File: config.mk
export PLATFORM = sky130hd
export DESIGN_NAME = icb_ctrl_bank
export DESIGN_NICKNAME = d
export VERILOG_FILES = /design/src/logic/icb_pkg.sv /design/src/logic/icb_crc8.sv /design/src/logic/icb_ctrl_bank.sv /design/src/logic/icb_pin_watch.sv
export SDC_FILE = /design/constraint.sdc
export NUM_CORES = 1
export LEC_CHECK = 0
export BUFFER_PORTS_ARGS = -buffer_cell sky130_fd_sc_hd__buf_2
export CAP_MARGIN = 20
export CORE_UTILIZATION = 30
export DETAILED_ROUTE_END_ITERATION = 12
export PLACE_DENSITY = 0.56
export SYNTH_ARGS = -nofsm -noshare
export SYNTH_HDL_FRONTEND = slang
export SYNTH_SLANG_ARGS = --single-unit
File: constraint.sdc
create_clock -name clock -period 2.25 [get_ports clock]
set_input_delay 0.225 -clock clock [delete_from_list [all_inputs] [get_ports clock]]
set_output_delay 0.225 -clock clock [all_outputs]
set_load 0.02 [all_outputs]
File: src/logic/icb_pkg.sv
// icb_pkg: constants and carriers for the two-wire primary control bank
// assumes: 32-bit avalon register port, byte addressed, 40 MHz clock
package icb_pkg;
  // -------------------------------------------------------------
  // register map
  // -------------------------------------------------------------
  localparam int ADDR_W = 6;
  localparam logic [5:0] CTRL_OFS = 6'h00; // primary control
  localparam logic [5:0] STAT_OFS = 6'h20; // block state readback
  localparam logic [15:0] CTRL_RST = 16'h0000;
  localparam logic [15:0] CTRL_WMASK = 16'h9FE1; // writable bits
  // control field positions
  localparam int SOFT_RESET_BIT_POS = 15;
  localparam int CHK_POS = 12;
  localparam int APOS_POS = 11;
  localparam int ACKEN_POS = 10;
  localparam int STOP_POS = 9;
  localparam int START_POS = 8;
  localparam int HOLD_POS = 7;
  localparam int GC_POS = 6;
  localparam int CALC_POS = 5;
  localparam int ON_POS = 0;
  // status field positions
  localparam int ST_BUSY_POS = 0;
  localparam int ST_MASTER_POS = 1;
  localparam int ST_REL_POS = 2;
  localparam int ST_HOLD_POS = 3;
  localparam int ST_CRC_LSB = 8;
  // -------------------------------------------------------------
  // checksum and address constants
  // -------------------------------------------------------------
  localparam logic [7:0] CRC_POLY = 8'h07; // x^8+x^2+x+1
  localparam logic [7:0] CRC_INIT = 8'h00;
  localparam logic [6:0] GC_ADDR = 7'h00;
  // events reported by the byte engine
  typedef struct packed {
    logic master; // engine is bus master
    logic start_sent; // start condition went out
    logic stop_sent; // stop condition went out
    logic chk_sent; // checksum byte went out
    logic timeout; // clock-low timeout seen
    logic arb_lost; // arbitration lost
    logic byte_begin; // new byte enters shift register
    logic byte_end; // byte transfer ends
    logic addr_flag; // address matched flag
    logic byte_finished; // byte finished flag
    logic tx_empty; // transmit empty flag
    logic addr_strobe; // address byte complete
    logic data_strobe; // data byte complete
    logic [7:0] data; // byte for the strobes
    logic own_match; // own address matched
    logic ack_slot; // ninth clock of a received byte
    logic addr_ack; // that slot follows the address
  } icb_evt_t;
  // controls to the byte engine
  typedef struct packed {
    logic on;
    logic periph_rst;
    logic gen_start;
    logic gen_stop;
    logic release_lines;
    logic ack_this_byte;
    logic chk_this_byte;
    logic gc_enable;
    logic calc_enable;
    logic [7:0] crc;
  } icb_ctl_t;
endpackage

File: src/logic/icb_crc8.sv
// icb_crc8: running eight-bit packet checksum, one byte per strobe
// assumes: clear and update come from logic on the same clock
`timescale 1ns/1ps
module icb_crc8 (
  input wire logic clock,
  input wire logic rst_n,
  input wire logic clr,
  input wire logic upd,
  input wire logic [7:0] din,
  output logic [7:0] crc
);
  import icb_pkg::*;
  logic [7:0] crc_ff, nxt_crc, step;
  // -------------------------------------------------------------
  // msb-first bitwise division, unrolled by the loop
  // -------------------------------------------------------------
  always_comb begin
    step = crc_ff ^ din;
    for (int i = 0; i < 8; i++) begin
      step = step[7] ? ((step << 1) ^ CRC_POLY) : (step << 1);
    end
    nxt_crc = crc_ff;
    if (clr) begin
      nxt_crc = CRC_INIT;
    end else if (upd) begin
      nxt_crc = step;
    end
  end
  always_ff @(posedge clock) begin
    if (!rst_n) begin
      crc_ff <= CRC_INIT;
    end else begin
      crc_ff <= nxt_crc;
    end
  end
  assign crc = crc_ff;
endmodule // icb_crc8

File: src/logic/icb_ctrl_bank.sv
// icb_ctrl_bank: primary control register of the two-wire controller
// assumes: avalon master with waitrequest, byte engine on same clock,
// open-drain lines resolved outside from the output enables
//
// Function
// - writing soft reset resets the peripheral except the avalon slave and the line watcher
// - soft reset clears a stuck busy indication
// - checksum request cleared on send, start, stop, off
// - lost arbitration invalidates pending checksum
// - position set: acknowledge governs next byte
// - position clear: acknowledge governs current byte
// - hardware clears position when module disabled
// - acknowledge enable answers bytes; cleared when off
// - stop cleared on stop, set on timeout
// - master stop after current byte or start
// - slave stop releases lines after byte
// - start cleared when sent or off
// - slave start request waits for free bus
// - stretch disable forbids holding clock low
// - general call acknowledges broadcast address zero
// - checksum enable runs the packet checksum
// - module enable activates the controller
// - transmit stretch holds clock until refilled
// - checksum polynomial x^8+x^2+x+1 over all bytes
//
// Implementation choice: the Avalon-MM interface to the registers.
`timescale 1ns/1ps
module icb_ctrl_bank (
  input wire logic clock,
  input wire logic rst_n,
  input wire logic [icb_pkg::ADDR_W-1:0] avs_address,
  input wire logic avs_read,
  input wire logic avs_write,
  input wire logic [31:0] avs_writedata,
  input wire logic [3:0] avs_byteenable,
  output logic [31:0] avs_readdata,
  output logic avs_waitrequest,
  input wire icb_pkg::icb_evt_t evt,
  output icb_pkg::icb_ctl_t ctl,
  input wire logic scl_i,
  output logic scl_o,
  output logic scl_oe,
  input wire logic sda_i,
  output logic sda_o,
  output logic sda_oe
);
  import icb_pkg::*;

  // -------------------------------------------------------------
  // declarations
  // -------------------------------------------------------------
  logic [15:0] ctrl_ff, nxt_ctrl;
  logic ack_ff, nxt_ack;
  logic [31:0] rdata_ff, nxt_rdata;
  logic busy_ff, nxt_busy;
  logic ack_lat_ff, nxt_ack_lat;
  logic chk_lat_ff, nxt_chk_lat;
  logic gc_hit_ff, nxt_gc_hit;
  logic rel_ff, nxt_rel;
  logic hold_ff, nxt_hold;
  logic sda_drv_ff, nxt_sda_drv;
  logic blk_rst_n;
  logic req, commit, wr_ctrl;
  logic [15:0] lane_mask, wmask;
  logic scl_s, sda_s, start_det, stop_det;
  logic on, stretch_want, ack_go;
  logic crc_clr, crc_upd;
  logic [7:0] crc_val;
  logic [15:0] stat_word;

  // soft reset holds checksum, bus state and line drive in reset
  assign blk_rst_n = rst_n & ~ctrl_ff[SOFT_RESET_BIT_POS];
  assign on = ctrl_ff[ON_POS];

  // -------------------------------------------------------------
  // bus line watcher and checksum engine
  // -------------------------------------------------------------
  icb_pin_watch u_watch (
    .clock(clock),
    .rst_n(rst_n),
    .scl_i(scl_i),
    .sda_i(sda_i),
    .scl_s(scl_s),
    .sda_s(sda_s),
    .start_det(start_det),
    .stop_det(stop_det)
  );

  // checksum restarts each frame and on lost arbitration
  assign crc_clr = ~on | start_det | evt.arb_lost;
  assign crc_upd = ctrl_ff[CALC_POS] &
                   (evt.addr_strobe | evt.data_strobe);

  icb_crc8 u_crc (
    .clock(clock),
    .rst_n(blk_rst_n),
    .clr(crc_clr),
    .upd(crc_upd),
    .din(evt.data),
    .crc(crc_val)
  );

  // -------------------------------------------------------------
  // avalon slave: one wait cycle, commit when waitrequest low
  // -------------------------------------------------------------
  assign req = avs_read | avs_write;
  assign commit = req & ack_ff;
  assign avs_waitrequest = req & ~ack_ff;
  assign avs_readdata = rdata_ff;
  assign wr_ctrl = commit & avs_write & (avs_address == CTRL_OFS);
  assign lane_mask = {{8{avs_byteenable[1]}}, {8{avs_byteenable[0]}}};
  assign wmask = lane_mask & CTRL_WMASK;

  // status word shows the block's own state
  always_comb begin
    stat_word = 16'h0000;
    stat_word[ST_BUSY_POS] = busy_ff;
    stat_word[ST_MASTER_POS] = evt.master;
    stat_word[ST_REL_POS] = rel_ff;
    stat_word[ST_HOLD_POS] = hold_ff;
    stat_word[ST_CRC_LSB +: 8] = crc_val;
  end

  // answer and read data prepared in the first cycle
  always_comb begin
    nxt_ack = req & ~ack_ff;
    nxt_rdata = rdata_ff;
    if (avs_read & ~ack_ff) begin
      unique case (avs_address)
        CTRL_OFS: nxt_rdata = {16'h0000, ctrl_ff & CTRL_WMASK};
        STAT_OFS: nxt_rdata = {16'h0000, stat_word};
        default: nxt_rdata = 32'h0000_0000;
      endcase
    end
  end

  always_ff @(posedge clock) begin
    if (!rst_n) begin
      ack_ff <= 1'b0;
      rdata_ff <= 32'h0000_0000;
    end else begin
      ack_ff <= nxt_ack;
      rdata_ff <= nxt_rdata;
    end
  end

  // -------------------------------------------------------------
  // control register: hardware clears, software write, hw sets
  // -------------------------------------------------------------
  always_comb begin
    nxt_ctrl = ctrl_ff;
    // hardware clears first so a software set in the same cycle wins
    if (evt.chk_sent | evt.start_sent | evt.stop_sent |
        evt.arb_lost) begin
      nxt_ctrl[CHK_POS] = 1'b0;
    end
    if (stop_det) begin
      nxt_ctrl[STOP_POS] = 1'b0;
    end
    if (evt.start_sent) begin
      nxt_ctrl[START_POS] = 1'b0;
    end
    if (wr_ctrl) begin
      nxt_ctrl = (nxt_ctrl & ~wmask) | (avs_writedata[15:0] & wmask);
    end
    // disabled module drops its start and checksum requests and acknowledge bits
    if (!nxt_ctrl[ON_POS]) begin
      nxt_ctrl[CHK_POS] = 1'b0;
      nxt_ctrl[APOS_POS] = 1'b0;
      nxt_ctrl[ACKEN_POS] = 1'b0;
      nxt_ctrl[START_POS] = 1'b0;
    end
    // timeout forces a stop request
    if (evt.timeout) begin
      nxt_ctrl[STOP_POS] = 1'b1;
    end
    // while soft reset stands only the reset bit survives
    if (ctrl_ff[SOFT_RESET_BIT_POS]) begin
      nxt_ctrl = {nxt_ctrl[SOFT_RESET_BIT_POS], 15'h0000};
    end
  end

  always_ff @(posedge clock) begin
    if (!rst_n) begin
      ctrl_ff <= CTRL_RST;
    end else begin
      ctrl_ff <= nxt_ctrl;
    end
  end

  // -------------------------------------------------------------
  // bus state: busy, ack and checksum position, general call
  // -------------------------------------------------------------
  always_comb begin
    nxt_busy = busy_ff;
    if (start_det) begin
      nxt_busy = 1'b1;
    end else if (stop_det) begin
      nxt_busy = 1'b0;
    end
    // acknowledge and checksum flag sampled as each byte begins
    nxt_ack_lat = ack_lat_ff;
    nxt_chk_lat = chk_lat_ff;
    if (evt.byte_begin) begin
      nxt_ack_lat = ctrl_ff[ACKEN_POS];
      nxt_chk_lat = ctrl_ff[CHK_POS];
    end
    nxt_gc_hit = gc_hit_ff;
    if (start_det) begin
      nxt_gc_hit = 1'b0;
    end else if (evt.addr_strobe) begin
      nxt_gc_hit = ctrl_ff[GC_POS] & (evt.data[7:1] == GC_ADDR);
    end
  end

  // soft reset clears a busy flag even with no stop seen
  always_ff @(posedge clock) begin
    if (!blk_rst_n) begin
      busy_ff <= 1'b0;
      ack_lat_ff <= 1'b0;
      chk_lat_ff <= 1'b0;
      gc_hit_ff <= 1'b0;
    end else begin
      busy_ff <= nxt_busy;
      ack_lat_ff <= nxt_ack_lat;
      chk_lat_ff <= nxt_chk_lat;
      gc_hit_ff <= nxt_gc_hit;
    end
  end

  // -------------------------------------------------------------
  // line drive: slave release, clock hold, acknowledge bit
  // -------------------------------------------------------------
  // hold wanted on address match or finished byte, not if disabled
  assign stretch_want = on & ~ctrl_ff[HOLD_POS] & ~evt.master &
                        ~rel_ff & (evt.addr_flag | evt.byte_finished |
                        (evt.tx_empty & evt.byte_finished));
  // address slot answers own or broadcast match, data slot the bit
  assign ack_go = evt.addr_ack ? (evt.own_match | gc_hit_ff) :
                  ctl.ack_this_byte;

  always_comb begin
    nxt_rel = rel_ff;
    if (start_det | ~on) begin
      nxt_rel = 1'b0;
    end else if (evt.byte_end & ~evt.master & ctrl_ff[STOP_POS]) begin
      nxt_rel = 1'b1;
    end
    // grab the line only once it is already low
    nxt_hold = 1'b0;
    if (stretch_want & (hold_ff | ~scl_s)) begin
      nxt_hold = 1'b1;
    end
    nxt_sda_drv = on & ~rel_ff & evt.ack_slot & ack_go;
  end

  always_ff @(posedge clock) begin
    if (!blk_rst_n) begin
      rel_ff <= 1'b0;
      hold_ff <= 1'b0;
      sda_drv_ff <= 1'b0;
    end else begin
      rel_ff <= nxt_rel;
      hold_ff <= nxt_hold;
      sda_drv_ff <= nxt_sda_drv;
    end
  end

  // open drain: only ever pulls low
  assign scl_o = 1'b0;
  assign scl_oe = hold_ff;
  assign sda_o = 1'b0;
  assign sda_oe = sda_drv_ff;

  // -------------------------------------------------------------
  // controls to the byte engine
  // -------------------------------------------------------------
  always_comb begin
    ctl.on = on;
    ctl.periph_rst = ctrl_ff[SOFT_RESET_BIT_POS];
    // repeated start as master, else wait for an idle bus
    ctl.gen_start = on & ctrl_ff[START_POS] &
                    (evt.master | ~busy_ff);
    ctl.gen_stop = on & ctrl_ff[STOP_POS] & evt.master &
                   (evt.byte_end | evt.start_sent);
    ctl.release_lines = rel_ff;
    // position picks latched or live acknowledge and checksum flag
    ctl.ack_this_byte = ctrl_ff[APOS_POS] ? ack_lat_ff :
                        ctrl_ff[ACKEN_POS];
    ctl.chk_this_byte = ctrl_ff[APOS_POS] ? chk_lat_ff :
                        ctrl_ff[CHK_POS];
    ctl.gc_enable = ctrl_ff[GC_POS];
    ctl.calc_enable = ctrl_ff[CALC_POS];
    ctl.crc = crc_val;
  end

endmodule // icb_ctrl_bank

File: src/logic/icb_pin_watch.sv
// icb_pin_watch: synchronises the bus lines, finds start and stop
// assumes: lines arrive asynchronously and are sampled by clock
`timescale 1ns/1ps
module icb_pin_watch (
  input wire logic clock,
  input wire logic rst_n,
  input wire logic scl_i,
  input wire logic sda_i,
  output logic scl_s,
  output logic sda_s,
  output logic start_det,
  output logic stop_det
);
  import icb_pkg::*;
  logic [1:0] meta_ff, nxt_meta;
  logic [1:0] sync_ff, nxt_sync;
  logic [1:0] prev_ff, nxt_prev;
  // -------------------------------------------------------------
  // two-stage synchroniser and one history stage
  // -------------------------------------------------------------
  always_comb begin
    nxt_meta = {scl_i, sda_i};
    nxt_sync = meta_ff;
    nxt_prev = sync_ff;
  end
  always_ff @(posedge clock) begin
    if (!rst_n) begin
      meta_ff <= 2'h3;
      sync_ff <= 2'h3;
      prev_ff <= 2'h3;
    end else begin
      meta_ff <= nxt_meta;
      sync_ff <= nxt_sync;
      prev_ff <= nxt_prev;
    end
  end
  // data line edges while clock line high
  assign scl_s = sync_ff[1];
  assign sda_s = sync_ff[0];
  assign start_det = sync_ff[1] & prev_ff[1] & prev_ff[0] & ~sync_ff[0];
  assign stop_det = sync_ff[1] & prev_ff[1] & ~prev_ff[0] & sync_ff[0];
endmodule // icb_pin_watch

==> summary.txt <==
Worst setup path
  • Start point of the critical path: u_crc.crc[1]
  • Largest fanout on the critical path: 5
  • Worst R2R Path Depth: 4
  • Worst Setup End Kind: register
  • Setup CP Type: register to register
  • CP endpoint: u_crc.crc[3]
  • R2R setup slack: 460 ps
  • Data arrival time of the worst path: 2010 ps
  • Startpoint of the worst-slack reg-to-reg timing path: u_crc.crc[1]
  • Critical Path Start Type: register
  • Required time of the critical path: 2480 ps
  • Reg-to-reg endpoint: u_crc.crc[3]

Layout
  • Nets: 392
  • Fraction of layout cells with a size suffix above 1: 30.0%
  • Utilization of the core after routing: 38.3%
  • Layout fillers: 777
  • Area growth syn-to-layout: 21.7%
  • Post-route cell area: 0.00283 mm2
  • Antenna fix cells: 0

Pwr
  • Pwr Total: 1.69 mW
  • Worst vdd rail ir drop: 263 uV
  • Leakage power figure: 1.29 nW
  • Power Dens Cells: 598 mW/mm2

Clock tree
  • Later-pin clock latency in the skew report: 290 ps
  • Post-CTS Hold Buffers: 0
  • Clock slew at the register clock pins of the worst setup and hold paths: 80 ps
  • Post-CTS Setup Bufs: 0
  • CTS tree: built
  • Number of H-tree branching levels: 2
  • Cell at the root of the clock tree: sky130_fd_sc_hd__clkbuf_8
  • Num Clock Sinks: 47
  • Maximum buffer depth of the clock tree: 2
  • Quantity of gates resized following cts: 0
  • Number of clock buffers inserted by TritonCTS: 5

STA
  • Actual transition at the worst max-transition pin: 636 ps
  • Number of setup violations in the final report: 0
  • Final hold viol count: 0
  • RSZ-0062 raised after global routing: no
  • FMAX: 0.560 GHz
  • Sum Neg Setup Slack: 0 ps
  • Slew Limit Fails: 0
  • Max-slew headroom at the worst pin: 57.6%
  • Final min period: 1790 ps
  • Final critical-path share of the clock period: 79.3%
  • Final Worst Setup Slack: 465 ps
  • Setup skew after layout: 5.07 ps

Yosys
  • Sequential area share after synthesis: 40.5%
  • Ys Warns: 0
  • Synthesized instance count: 243
  • Avg Synthesized Cell Area: 9.56 um2
  • Dominant register cell in the synthesized netlist: sky130_fd_sc_hd__dfxtp_1
  • Count of cell types in the netlist: 40
  • Post-synth EDFFs: 0
  • Post-synthesis async set-or-reset flop share: 0%
  • Number of synthesized register bits: 47
  • Cell area after technology mapping: 0.00232 mm2

Placed design
  • Post-detailed-placement cell area: 0.00272 mm2
  • Routability cong.: 0.787
  • Place WS: 449 ps
  • Detailed-placement wirelength estimate: 4.66 mm
  • Port-buffer cells: 81

Floorplanning
  • DIE HEIGHT: 90.0 um
  • Die extent in x: 90.0 um
  • Standard cell core area: 0.00737 mm2
  • Std cell rows: 31
  • DIE AREA: 0.00810 mm2
  • Effective utilization at floorplan: 31.5%
  • I/O Pins: 126

Detailed routing
  • Average via count per standard cell: 4.69
  • Detailed-router iteration count before antenna repair: 4
  • Total wire length: 6.01 mm
  • Iteration-0 DRC Markers: 51
  • Post-route antenna net violation count: 0
  • Vias: 1,965
  • Remaining routing DRC violations: 0
  • Drt wl/cell: 14.4 um

Global route
  • Combined global-route utilization of all metal layers: 15.4%
  • Global-route wire length before repair: 9.79 mm
  • Pin count of the biggest net entering global routing: 26
  • Vias in the first global route: 1,871
  • Total global routing overflow: 0
  • Number of antenna violations at the first check in global routing: 0

Run
  • Number of max-cap violations: 0

Run status
  • Result of the run: finished, final reports clean

Min path
  • Worst hold path class: input pin to register
  • WHS Path Cells: 2
[layout make-up]
type	instances	area, um2	share of cell area (%)
Inverter	3	11.3	0.399
Sequential cell	47	941	33.3
Clock buffer	6	72.6	2.57
Multi-Input combinational cell	179	1220	43.1
Timing Repair Buffer	84	428	15.1
Clock inverter	1	30.0	1.06
Tap cell	99	124	4.38
[synthesized netlist by cell type, types with 2 or more instances]
cell,number,area share [%]
sky130_fd_sc_hd__dfxtp_1,47,41
sky130_fd_sc_hd__nor2b_1,3,0.81
sky130_fd_sc_hd__o21ai_0,5,1.1
sky130_fd_sc_hd__nor4b_1,2,0.75
sky130_fd_sc_hd__and4b_1,2,0.86
sky130_fd_sc_hd__mux2_2,3,1.5
sky130_fd_sc_hd__nor3b_1,7,2.3
sky130_fd_sc_hd__nand4_1,4,1.1
sky130_fd_sc_hd__xnor2_1,11,4.1
sky130_fd_sc_hd__nor2_1,24,3.9
sky130_fd_sc_hd__a21boi_0,8,2.6
sky130_fd_sc_hd__a31oi_1,2,0.54
sky130_fd_sc_hd__nand3b_1,3,0.97
sky130_fd_sc_hd__xnor3_1,5,4.8
sky130_fd_sc_hd__nor4_1,3,0.81
sky130_fd_sc_hd__or3_1,5,1.3
sky130_fd_sc_hd__nand2b_1,8,2.2
sky130_fd_sc_hd__and2_1,3,0.81
sky130_fd_sc_hd__a221oi_1,7,2.6
sky130_fd_sc_hd__nand3_1,9,1.9
sky130_fd_sc_hd__buf_4,24,7.8
sky130_fd_sc_hd__xnor2_2,2,1.4
sky130_fd_sc_hd__o2111a_1,2,0.97
sky130_fd_sc_hd__mux2i_1,8,3.4
sky130_fd_sc_hd__nor3_1,3,0.65
sky130_fd_sc_hd__inv_1,3,0.48
sky130_fd_sc_hd__a211oi_1,4,1.3
sky130_fd_sc_hd__nand2_1,10,1.6
sky130_fd_sc_hd__clkbuf_1,6,0.97
sky130_fd_sc_hd__a21oi_1,10,2.2
[layer usage]
metal,GRT usage (%),wire (um),vias up
met2,24.5,2760,75
met1,20.3,2720,911
met3,4.31,457,10
li1,-,-,969
met5,0,0,-
met4,4.44,80,0
[through the flow]
| step | hold WS, ps | instances |
|---|---|---|
| floorplan | 298 | 261 |
| global placement | 391 | 412 |
| detailed placement | 402 | 412 |
| CTS | 99.2 | 419 |
| global route | 107 | 419 |
| finish | 110 | 419 |
[worst min path at each step]
| stage | startpoint | end | slack [ps] |
|---|---|---|---|
| final | sda_i | u_watch.meta_ff[0] | 110 |
| after global routing | scl_i | u_watch.meta_ff[1] | 110 |
| after CTS | scl_i | u_watch.meta_ff[1] | 100 |
| after detailed placement | u_watch.meta_ff[0] | u_watch.nxt_prev[0] | 400 |
| after global placement | u_watch.meta_ff[1] | u_watch.nxt_prev[1] | 390 |
| after floorplan | rst_n | u_watch.meta_ff[0] | 300 |
[cell families after synthesis]
logic type | share of synthesized area [%]
muxes | 4.90
xor gates and xnor gates | 11.8
and+or+nand+nor | 20.6
DFF | 40.5
AOI/OAI and AO/OA | 12.1
other | 0.161
buffers and inverters | 9.91
[critical path: stages (launching register included)]
cell,delay (ps)
sky130_fd_sc_hd__dfxtp_1,420
sky130_fd_sc_hd__xnor3_1,470
sky130_fd_sc_hd__xnor3_1,390
sky130_fd_sc_hd__or3_1,310
sky130_fd_sc_hd__a21oi_1,140
[report_power, final]
part | switching [mW] | internal, mW | leakage, nW
logic | 0.128 | 0.103 | 0.857
registers | 0.0102 | 0.848 | 0.382
clock network | 0.275 | 0.326 | 0.0513
total | 0.414 | 1.28 | 1.29
[layout by cell type (no fill, tap or decap), types with 2 or more instances in the layout]
cell type / count
sky130_fd_sc_hd__nand2b_1: 8
sky130_fd_sc_hd__nand2_1: 10
sky130_fd_sc_hd__nand3_1: 9
sky130_fd_sc_hd__a221oi_1: 7
sky130_fd_sc_hd__dfxtp_1: 47
sky130_fd_sc_hd__o2111a_1: 2
sky130_fd_sc_hd__xnor2_1: 11
sky130_fd_sc_hd__inv_1: 3
sky130_fd_sc_hd__or3_1: 5
sky130_fd_sc_hd__a31oi_1: 2
sky130_fd_sc_hd__nor4_1: 3
sky130_fd_sc_hd__buf_4: 3
sky130_fd_sc_hd__conb_1: 19
sky130_fd_sc_hd__and2_1: 3
sky130_fd_sc_hd__nor2b_1: 3
sky130_fd_sc_hd__nor3b_1: 7
sky130_fd_sc_hd__xnor2_2: 2
sky130_fd_sc_hd__nand3b_1: 3
sky130_fd_sc_hd__a211oi_1: 4
sky130_fd_sc_hd__mux2_2: 3
sky130_fd_sc_hd__buf_2: 81
sky130_fd_sc_hd__a21boi_0: 8
sky130_fd_sc_hd__a21oi_1: 10
sky130_fd_sc_hd__and4b_1: 2
sky130_fd_sc_hd__mux2i_1: 8
sky130_fd_sc_hd__nor3_1: 3
sky130_fd_sc_hd__o21ai_0: 5
sky130_fd_sc_hd__clkbuf_8: 5
sky130_fd_sc_hd__nand4_1: 4
sky130_fd_sc_hd__nor4b_1: 2
sky130_fd_sc_hd__xnor3_1: 5
sky130_fd_sc_hd__nor2_1: 24
(Power assumes the default switching activity.)
